[src/hw/timer_pkg.sv]
// Package for the multimode 16-bit timer: register map, fields, modes.
// Assumes a single system clock and a plain strobe register port.
package timer_pkg;

	// ****************************************
	// Register offsets (byte-wide registers)
	// ****************************************
	localparam logic [3:0] OFF_CTL0 = 4'h0; // Main control
	localparam logic [3:0] OFF_CTL1 = 4'h1; // Second control
	localparam logic [3:0] OFF_CNT_HI = 4'h2; // Count high
	localparam logic [3:0] OFF_CNT_LO = 4'h3; // Count low
	localparam logic [3:0] OFF_RLD_HI = 4'h4; // Reload high
	localparam logic [3:0] OFF_RLD_LO = 4'h5; // Reload low
	localparam logic [3:0] OFF_CAP_HI = 4'h6; // Capture high
	localparam logic [3:0] OFF_CAP_LO = 4'h7; // Capture low

	// ****************************************
	// Field positions
	// ****************************************
	localparam int CTL0_EN = 7; // Timer enable
	localparam int CTL0_POL = 6; // Polarity select
	localparam int CTL0_PRES_LSB = 3; // Prescale exponent [5:3]
	localparam int CTL0_MODE_LSB = 0; // Mode low bits [2:0]
	localparam int CTL1_MODEHI = 7; // Mode extension bit
	localparam int CTL1_ISRC_LSB = 5; // Interrupt source select [6:5]
	localparam int CTL1_CAPFLAG = 4; // Capture event flag (read only)
	localparam int CTL1_OUTEN = 0; // Output alternate function enable

	// ****************************************
	// Reset values and constants
	// ****************************************
	localparam logic [7:0] CTL0_RESET = 8'h00;
	localparam logic [7:0] CTL1_RESET = 8'h00;
	localparam logic [15:0] CNT_RESET = 16'h0000;
	localparam logic [15:0] RLD_RESET = 16'hFFFF;
	localparam logic [15:0] CNT_RESTART = 16'h0001;

	// Decoded mode: {extension bit, mode field}
	typedef enum logic [3:0] {
		MODE_ONE_SHOT = 4'h0,
		MODE_CONTINUOUS = 4'h1,
		MODE_COUNTER = 4'h2,
		MODE_COMPARE = 4'h3,
		MODE_CAPTURE_RESTART = 4'h8
	} mode_t;

	// Interrupt source select codes
	localparam logic [1:0] ISRC_BOTH = 2'h0;
	localparam logic [1:0] ISRC_CAPTURE = 2'h1;
	localparam logic [1:0] ISRC_RELOAD = 2'h2;

	// Register port request
	typedef struct packed {
		logic [3:0] addr;
		logic [7:0] wdata;
		logic wr;
		logic rd;
	} reg_req_t;

	// Timer pins toward the port logic
	typedef struct packed {
		logic out; // Timer output pin level
		logic out_n; // Complement output level
		logic out_n_en; // Complement pin carries output (not input)
	} pins_t;

endpackage

[src/hw/multimode_timer.sv]
// Multimode 16-bit timer with prescaler, output and input pins.
// Assumes one 100 MHz clock, a byte-wide register port, input pin async.
//
// Operation
// - One-shot: output inverted one cycle at reload
// - One-shot counts prescaled clock only
// - Continuous: reload interrupts, restart at 0001H
// - Continuous: output toggles at each reload
// - Continuous: start count affects first pass only
// - Counter: count input edges, polarity selects
// - Counter: prescaler bypassed, one edge per step
// - Counter: reload interrupts, restart at 0001H
// - Capture-restart: selected edge copies count
// - Capture: interrupt, set flag, restart count
// - Reload without capture: interrupt, clear flag
// - Interrupt source selectable; default both events
// - Mode uses extension bit for capture-restart
// - Compare: interrupt on match, no reset
// - Compare: output toggles on each match
// - Compare: counter wraps FFFFH to 0000H
// - Output and complement pin; complement becomes input
module multimode_timer
	import timer_pkg::*;
(
	input wire logic clk_sys,
	input wire logic reset,
	input timer_pkg::reg_req_t req,
	output timer_pkg::pins_t pins,
	input wire logic timer_input_pin,
	output logic [7:0] rdata,
	output logic irq
);
	import timer_pkg::*;

	// ****************************************
	// Register state
	// ****************************************
	logic [7:0] ctl0_q; // Main control
	logic mode_extension_bit_q; // Extra mode bit
	logic [1:0] interrupt_source_select_q; // Interrupt filter
	logic out_en_q; // Output alternate function enable
	logic capture_event_flag_q; // Last interrupt was a capture
	logic [15:0] count_q; // Timer count
	logic [15:0] reload_q; // Reload / compare value
	logic [15:0] capture_q; // Capture value
	logic [6:0] presc_q; // Prescale divider
	logic [2:0] sync_q; // Input synchroniser and edge history
	logic out_q; // Output level
	logic pulse_q; // One-shot pulse active
	logic [7:0] rdata_q; // Read data
	logic irq_q; // Interrupt pulse

	logic enabled;
	logic pol;
	mode_t mode;
	logic tick; // Prescaled step
	logic edge_hit; // Qualified input edge
	logic step; // Counter advances this cycle
	logic at_reload; // Count meets reload value
	logic reload_ev; // Reload/compare event
	logic capture_ev; // Capture event

	assign enabled = ctl0_q[CTL0_EN];
	assign pol = ctl0_q[CTL0_POL];

	// Mode decode with the extension bit
	function automatic mode_t decode_mode(input logic hi, input logic [2:0] lo);
		mode_t m;
		m = MODE_ONE_SHOT;
		case ({hi, lo})
			4'h0: m = MODE_ONE_SHOT;
			4'h1: m = MODE_CONTINUOUS;
			4'h2: m = MODE_COUNTER;
			4'h3: m = MODE_COMPARE;
			4'h8: m = MODE_CAPTURE_RESTART;
			default: m = MODE_ONE_SHOT;
		endcase
		return m;
	endfunction

	assign mode = decode_mode(mode_extension_bit_q, ctl0_q[CTL0_MODE_LSB +: 3]);

	// ****************************************
	// Prescaler and input edge
	// ****************************************

	// Prescaler runs only while enabled so every pass starts aligned
	always_ff @(posedge clk_sys or posedge reset) begin
		if (reset) begin
			presc_q <= 7'h00;
		end else if (!enabled || tick) begin
			presc_q <= 7'h00;
		end else begin
			presc_q <= presc_q + 7'h01;
		end
	end

	// Divide by 2^exponent; exponent 0 steps every cycle
	assign tick = enabled && (presc_q == ((7'h01 << ctl0_q[CTL0_PRES_LSB +: 3]) - 7'h01));

	// Two flops before use, third keeps history for edges
	always_ff @(posedge clk_sys or posedge reset) begin
		if (reset) begin
			sync_q <= 3'b000;
		end else begin
			sync_q <= {sync_q[1:0], timer_input_pin};
		end
	end

	// Polarity picks rising (1) or falling (0); synced bits only
	assign edge_hit = pol ? (sync_q[1] && !sync_q[2]) : (!sync_q[1] && sync_q[2]);

	// Counter mode bypasses the prescaler; others use it, never the pin
	assign step = enabled && ((mode == MODE_COUNTER) ? edge_hit : tick);
	assign at_reload = (count_q == reload_q);
	assign capture_ev = enabled && (mode == MODE_CAPTURE_RESTART) && edge_hit;
	assign reload_ev = step && at_reload && !capture_ev;

	// ****************************************
	// Counter
	// ****************************************

	// Capture has priority over a reload falling in the same cycle
	always_ff @(posedge clk_sys or posedge reset) begin
		if (reset) begin
			count_q <= CNT_RESET;
		end else if (req.wr && req.addr == OFF_CNT_HI) begin
			count_q[15:8] <= req.wdata;
		end else if (req.wr && req.addr == OFF_CNT_LO) begin
			count_q[7:0] <= req.wdata;
		end else if (capture_ev) begin
			count_q <= CNT_RESTART;
		end else if (step) begin
			case (mode)
				MODE_COMPARE: begin
					count_q <= count_q + 16'h0001;
				end
				MODE_ONE_SHOT: begin
					// Stops here; enable drops in the same edge
					count_q <= at_reload ? CNT_RESTART : count_q + 16'h0001;
				end
				default: begin
					// Written start only shapes the first pass
					count_q <= at_reload ? CNT_RESTART : count_q + 16'h0001;
				end
			endcase
		end
	end

	// ****************************************
	// Control registers
	// ****************************************

	// One-shot hardware clear of enable yields only to reset; it beats a CTL0 write
	always_ff @(posedge clk_sys or posedge reset) begin
		if (reset) begin
			ctl0_q <= CTL0_RESET;
		end else if (reload_ev && mode == MODE_ONE_SHOT) begin
			ctl0_q[CTL0_EN] <= 1'b0;
		end else if (req.wr && req.addr == OFF_CTL0) begin
			ctl0_q <= req.wdata;
		end
	end

	// Second control: mode bit, interrupt filter, output enable
	always_ff @(posedge clk_sys or posedge reset) begin
		if (reset) begin
			mode_extension_bit_q <= CTL1_RESET[CTL1_MODEHI];
			interrupt_source_select_q <= CTL1_RESET[CTL1_ISRC_LSB +: 2];
			out_en_q <= CTL1_RESET[CTL1_OUTEN];
		end else if (req.wr && req.addr == OFF_CTL1) begin
			mode_extension_bit_q <= req.wdata[CTL1_MODEHI];
			interrupt_source_select_q <= req.wdata[CTL1_ISRC_LSB +: 2];
			out_en_q <= req.wdata[CTL1_OUTEN];
		end
	end

	// Flag tells software which event caused the interrupt
	always_ff @(posedge clk_sys or posedge reset) begin
		if (reset) begin
			capture_event_flag_q <= 1'b0;
		end else if (capture_ev) begin
			capture_event_flag_q <= 1'b1;
		end else if (reload_ev && mode == MODE_CAPTURE_RESTART) begin
			capture_event_flag_q <= 1'b0;
		end
	end

	// Reload value
	always_ff @(posedge clk_sys or posedge reset) begin
		if (reset) begin
			reload_q <= RLD_RESET;
		end else if (req.wr && req.addr == OFF_RLD_HI) begin
			reload_q[15:8] <= req.wdata;
		end else if (req.wr && req.addr == OFF_RLD_LO) begin
			reload_q[7:0] <= req.wdata;
		end
	end

	// Capture register; a capture beats a software write
	always_ff @(posedge clk_sys or posedge reset) begin
		if (reset) begin
			capture_q <= CNT_RESET;
		end else if (capture_ev) begin
			capture_q <= count_q;
		end else if (req.wr && req.addr == OFF_CAP_HI) begin
			capture_q[15:8] <= req.wdata;
		end else if (req.wr && req.addr == OFF_CAP_LO) begin
			capture_q[7:0] <= req.wdata;
		end
	end

	// ****************************************
	// Interrupt and output pin
	// ****************************************

	// Filter by source; default passes both
	always_ff @(posedge clk_sys or posedge reset) begin
		if (reset) begin
			irq_q <= 1'b0;
		end else begin
			case (interrupt_source_select_q)
				ISRC_CAPTURE: irq_q <= capture_ev;
				ISRC_RELOAD: irq_q <= reload_ev;
				default: irq_q <= capture_ev || reload_ev;
			endcase
		end
	end

	// One-shot pulse lasts a single cycle then restores the level
	always_ff @(posedge clk_sys or posedge reset) begin
		if (reset) begin
			pulse_q <= 1'b0;
		end else begin
			pulse_q <= reload_ev && out_en_q && (mode == MODE_ONE_SHOT);
		end
	end

	// Level follows polarity while idle; toggles in toggling modes
	always_ff @(posedge clk_sys or posedge reset) begin
		if (reset) begin
			out_q <= 1'b0;
		end else if (!out_en_q) begin
			out_q <= 1'b0;
		end else if (!enabled && !pulse_q) begin
			out_q <= pol; // Initial level set while stopped
		end else if (mode == MODE_ONE_SHOT) begin
			out_q <= (reload_ev && !pulse_q) ? !pol : pol;
		end else if (reload_ev && mode != MODE_CAPTURE_RESTART) begin
			out_q <= !out_q;
		end
	end

	// Complement pin is the input in counter and capture modes
	assign pins.out = out_q;
	assign pins.out_n = !out_q;
	assign pins.out_n_en = out_en_q && (mode != MODE_COUNTER) && (mode != MODE_CAPTURE_RESTART);

	// ****************************************
	// Read port
	// ****************************************

	// Data valid the cycle after the read strobe
	always_ff @(posedge clk_sys or posedge reset) begin
		if (reset) begin
			rdata_q <= 8'h00;
		end else if (req.rd) begin
			case (req.addr)
				OFF_CTL0: rdata_q <= ctl0_q;
				OFF_CTL1: rdata_q <= {mode_extension_bit_q, interrupt_source_select_q,
					capture_event_flag_q, 3'b000, out_en_q};
				OFF_CNT_HI: rdata_q <= count_q[15:8];
				OFF_CNT_LO: rdata_q <= count_q[7:0];
				OFF_RLD_HI: rdata_q <= reload_q[15:8];
				OFF_RLD_LO: rdata_q <= reload_q[7:0];
				OFF_CAP_HI: rdata_q <= capture_q[15:8];
				OFF_CAP_LO: rdata_q <= capture_q[7:0];
				default: rdata_q <= 8'h00;
			endcase
		end else begin
			rdata_q <= 8'h00;
		end
	end

	assign rdata = rdata_q;
	assign irq = irq_q;

endmodule

[config.mk]
export PLATFORM = sky130hd
export DESIGN_NAME = multimode_timer
export DESIGN_NICKNAME = d
export VERILOG_FILES = /design/src/hw/timer_pkg.sv /design/src/hw/multimode_timer.sv
export SDC_FILE = /design/constraint.sdc
export NUM_CORES = 1
export LEC_CHECK = 0
export BUFFER_PORTS_ARGS = -buffer_cell sky130_fd_sc_hd__buf_2
export CORE_MARGIN = 3
export CORE_UTILIZATION = 40
export CTS_BUF_LIST = sky130_fd_sc_hd__clkbuf_2 sky130_fd_sc_hd__clkbuf_4 sky130_fd_sc_hd__clkbuf_8
export DETAILED_ROUTE_END_ITERATION = 8
export GPL_TIMING_DRIVEN = 0
export HOLD_SLACK_MARGIN = 0.02
export PLACE_DENSITY = 0.56
export SYNTH_ARGS = -nofsm -noshare
export SYNTH_HDL_FRONTEND = slang
export SYNTH_SLANG_ARGS = --single-unit
[constraint.sdc]
create_clock -name clk_sys -period 3.51 [get_ports clk_sys]
set_input_delay 0.702 -clock clk_sys [delete_from_list [all_inputs] [get_ports clk_sys]]
set_output_delay 0.702 -clock clk_sys [all_outputs]
set_load 0.01 [all_outputs]
Yosys cells after proc, flatten, opt, wreduce, memory -nomap -nowiden
Index checks and enable logic that the tools add are counted.
{"block": "classes", "addsub": 3, "n_eq_ne": 23, "shifts": 1, "muxes": 27, "bitwise_logic": 3, "n_reduce_logical": 47}
{"op": "two-way mux 16 bit", "count": 5}
{"op": "two-way mux 8 bit", "count": 8}
{"op": "one-hot mux 8 bit (8 select lines)", "count": 1}
{"op": "logical AND 1 bit", "count": 25}
{"op": "equality test 4 x 2 -> 1 bit, second input constant", "count": 6}
{"op": "adder 16 x 1 -> 16 bit, second input constant", "count": 1}
{"op": "equality test 16 bit", "count": 1}
{"op": "equality test 4 x 3 -> 1 bit, second input constant", "count": 4}
{"op": "one-hot mux 4 bit (4 select lines)", "count": 1}
{"op": "two-way mux 1 bit", "count": 10}
{"op": "AND reduction 2 bit", "count": 5}
{"op": "equality test 4 x 1 -> 1 bit, second input constant", "count": 2}
{"op": "equality test 4 bit, second input constant", "count": 2}
{"op": "zero test 4 bit", "count": 2}
{"op": "nonzero test 2 bit", "count": 4}
{"op": "adder 7 x 1 -> 7 bit, second input constant", "count": 1}
{"op": "equality test 7 bit", "count": 1}
{"op": "zero test 1 bit", "count": 7}
{"op": "two-way mux 7 bit", "count": 1}
{"op": "<< shifter 1 x 3 -> 7 bit, first input constant", "count": 1}
{"op": "subtractor 7 x 1 -> 7 bit, second input constant", "count": 1}
{"op": "nonzero test 3 bit", "count": 2}
{"op": "inequality test 2 bit, second input constant", "count": 2}
{"op": "inequality test 4 x 1 -> 1 bit, second input constant", "count": 1}
{"op": "other kinds (7)", "count": 10}
{"block": "totals", "regBits": 82, "inputBits": 17, "out_inout_bits": 12, "elab_cells": 122}

Depth between registers and ports, before layout
{"block": "depth", "ltp_word": 13, "mapped_depth": 10, "ltp_nobuf": 7}

Worst setup path after synthesis
No wires, ideal clock.
{"block": "synth_timing", "kind": "input-to-reg", "startpoint": "input port req[12] in the netlist's numbering", "endpoint": "register ctl0_q[0]", "setup_ns": 0.125, "t_arrival_ns": 2.413, "required_ns": 3.385, "setup_slack_ns": 0.973, "path_stages": 5, "path_buffers": 1, "cell_sequence": "buf_2 > or3b_2 > or3_1 > nor2_1 > mux2_2"}
{"block": "synth_between", "elab_chain_len": 3}
{"item": "from (decl)", "line": "multimode_timer.sv:27", "rtl": "input timer_pkg::reg_req_t req,"}
{"item": "zero test 4 bit", "line": "multimode_timer.sv:160", "rtl": "end else if (req.wr && req.addr == OFF_CTL0) begin"}
{"item": "logical AND 1 bit", "line": "multimode_timer.sv:160"}
{"item": "AND reduction 2 bit (no source line)"}
{"item": "to (signal assigned)", "line": "multimode_timer.sv:161", "rtl": "ctl0_q <= req.wdata;"}
{"item": "to (decl)", "line": "multimode_timer.sv:38", "rtl": "logic [7:0] ctl0_q;"}
Every way passes these cells.
A chain may end at the register's enable or synchronous reset.

Worst setup path after layout
{"block": "layout_timing", "startpoint": "register count_q[0]", "endpoint": "register count_q[6]"}
{"block": "layout_between", "elab_chain_len": 6, "elab_cells_between_ends": 7, "classes_between": "1 x add/sub; 1 x eq/ne; 5 x mux"}
{"item": "from (decl)", "line": "multimode_timer.sv:43", "rtl": "logic [15:0] count_q;"}
{"item": "from (signal assigned)", "line": "multimode_timer.sv:130", "rtl": "count_q[7:0] <= req.wdata;"}
{"item": "from (signal assigned)", "line": "multimode_timer.sv:136", "rtl": "count_q <= count_q + 16'h0001;"}
{"item": "from (signal assigned)", "line": "multimode_timer.sv:140", "rtl": "count_q <= at_reload ? CNT_RESTART : count_q + 16'h0001;"}
{"item": "adder 16 x 1 -> 16 bit or equality test 16 bit (tied branches)"}
{"item": "two-way mux 16 bit", "line": "multimode_timer.sv:140, multimode_timer.sv:144"}
{"item": "two-way mux 16 bit *"}
{"item": "two-way mux 16 bit *", "line": "multimode_timer.sv:133", "rtl": "end else if (step) begin"}
{"item": "two-way mux 16 bit *", "line": "multimode_timer.sv:131", "rtl": "end else if (capture_ev) begin"}
{"item": "two-way mux 8 bit *", "line": "multimode_timer.sv:129", "rtl": "end else if (req.wr && req.addr == OFF_CNT_LO) begin"}
Mark *: on every way between the ends. The rest lies on a longest branch, timed or not. The select of a mux whose other input is x is not followed.

==> impl_metrics.ini <==
[timing]
rsz0062_at_grt = false
fmax_ghz = 0.338
max_slew_margin_pct = 26.7
setup_viol = 0
timing.final.ws_setup_ns = 0.553
clock_skew_ns = 0.0110
fin_tns_setup_ns = 0
hold_viol = 0
period_needed_ns = 2.96
whs_ns = 0.273
slew_viol_final = 0
post-route-period-util_pct = 84.3
worst_slew_pin_slew_ns = 1.09

[logic_synthesis]
syn_avg_cell_area_um2 = 10.1
synth_top_area_share_pct = 35.4
synth_edf_count = 0
synth_flop_cell = dfrtp_1
netlist_area_um2 = 4660
ys_ff_latch = 82
ys_top_cells_by_area = dfrtp_1 (35%), dfstp_2 (9.0%), mux2i_1 (7.3%), mux2_2 (6.5%), nor2_1 (3.9%)
syn-num-nets = 481
ys_types = 61
synth_area_leader_cell = dfrtp_1
ys_warn_count = 0
async_flop_share_pct = 100
yosysSeqAreaShare_pct = 44.4
netlist_instances = 460

[placed_design]
post-place-ws_ns = 0.652
numPortBuffers = 27
gp_congestion = 0.885
dp_hpwl_mm = 9.39

[detailed_routing]
via_per_inst = 5.82
ant_nets = 0
routed_wl_mm = 12.8
drtPass1Iterations = 5
drc = 0
num_vias = 3751
routedWlPerCell_um = 19.9
first_iter_violations = 320

[floorplan]
coreArea_um2 = 11100
io_pins = 29
die_h_um = 114
rows = 38
start_util_pct = 41.9
die_width_um = 114
die_area_um2 = 13000

[run]
drv_cap = 0

[cts]
post_cts_buffers = 0
cts_tree = done
cts_max_level = 3
root_buffer = clkbuf_8
clock-sinks = 82
insertion_delay_ns = 0.37
cts_buffers = 9
ctsResizeCount = 0
clock_path_buffers = 2
holdBufCountCts = 0
clk_pin_slew_ns = 0.09

[worst_setup_path]
cp.required_ns = 3.77
critPathLaunchType = flop
r2r_slack_ns = 0.55
critPathCaptureType = flop
critical_path_class = reg -> reg
critPathMaxFanout = 10
cp.arrival_ns = 3.22

[finish]
final_nets = 520
syn_to_final_growth_pct = 11.3
num_antenna_cells = 0
layout-drive-gt1-share_pct = 22.8
final_cell_mix = dfrtp_1 (66), nor2_1 (48), buf_2 (35), mux2i_1 (34), a21oi_1 (31)
layout_commonest_cell = dfrtp_1
post-route-util_pct = 46.7

[hold_path]
hp-class = in -> async

[global_route]
use_met2_pct = 29.8
use_met3_pct = 3.29
grt_pass1_vias = 3714
overflow = 0
track_usage_pct = 20.9
grt_pass1_wl_mm = 20.7
grt_max_degree = 64
busiest_layer = met1
met1_usage_pct = 31.8
antenna_found_initial = 0

[power]
power_density_nw_per_um2 = 583
leakage_uw = 0.00216
peakVddDrop_mv = 0.237

[status]
status = completed
## final cells by class
type	instances	area, um^2
multi-input combinational	337	2420
inverter	12	47.5
clock inverter	6	57.6
clock buffer	10	131
timing repair buffer	28	163
sequential	82	2070
buffer	29	130
tap	140	175
fill	1089	5930
## metal layers
metal,part of all wire [%],wire (um)
met1,50,6360
met2,43,5470
met3,5.1,658
met4,2.6,336
met5,0,0
## where the power goes
group	internal [uW]	leakage (uW)	switching (uW)	total, uW
Sequential	1210	0.000984	218	1430
Combinational	423	0.00108	481	905
Clock	332	0.0000992	360	692
Total	1970	0.00216	1060	3030
## registers in the layout (all words and copies together), names as in the netlist
signal                     count
reload_q                      16
capture_event_flag_q           1
interrupt_source_select_q      2
presc_q                        7
ctl0_q                         8
mode_extension_bit_q           1
pulse_q                        1
sync_q                         3
irq                            1
out_q                          1
count_q                       16
capture_q                     16
out_en_q                       1
rdata                          8
## synthesized netlist by cell type (all sizes together) (4+ instances only)
cell,count
a21oi,31
a22o,6
and3,10
buf,16
clkbuf,13
dfrtp,66
dfstp,16
ha,4
inv,12
mux2,27
mux2i,34
mux4,6
nand2,26
nand2b,5
nand3,14
nand4,4
nor2,48
nor3,7
nor4,6
o21ai,20
o22ai,6
o31ai,6
or3,4
or3b,4
xnor2,11
xor2,17
## critical path, cell delays in order, from the launching register on
cell and delay [ns]:
dfrtp_1 0.51, xor2_1 0.21, nor4_1 0.46, nand4_1 0.35
o211ai_1 0.63, buf_2 0.33, o21ai_0 0.11, a22o_1 0.24
## stage by stage
step,std cells,instance area (um^2),power [uW]
after global routing,644,5190,3220
after CTS,644,5190,3040
after floorplan,460,4660,2050
after detailed placement,628,5000,2340
final,644,5190,3030
after global placement,627,4970,2320
## cell families (layout without fill, tap and decap cells)
family,count (synthesis),in the layout,share of synthesized area [%]
buffers and inverters,41,85,3.76
and+or+nand+nor,144,144,15.8
muxes,67,67,16.7
DFF,82,82,44.4
xor gates and xnor gates,28,28,5.26
AOI/OAI and AO/OA,94,94,13.0
adders and majority gates,4,4,1.07
## final timing paths
path / to / cells past startpoint / startpoint
max in group asynchronous: reload_q[6] / 3 / reset
max: count_q[6] / 7 / count_q[0]
min in group clk_sys: sync_q[1] / 0 / sync_q[0]
min: irq / 2 / reset
min reg2reg: sync_q[1] / 0 / sync_q[0]
max reg2reg: count_q[6] / 7 / count_q[0]
Note: power is estimated with default switching activity, not from simulation.
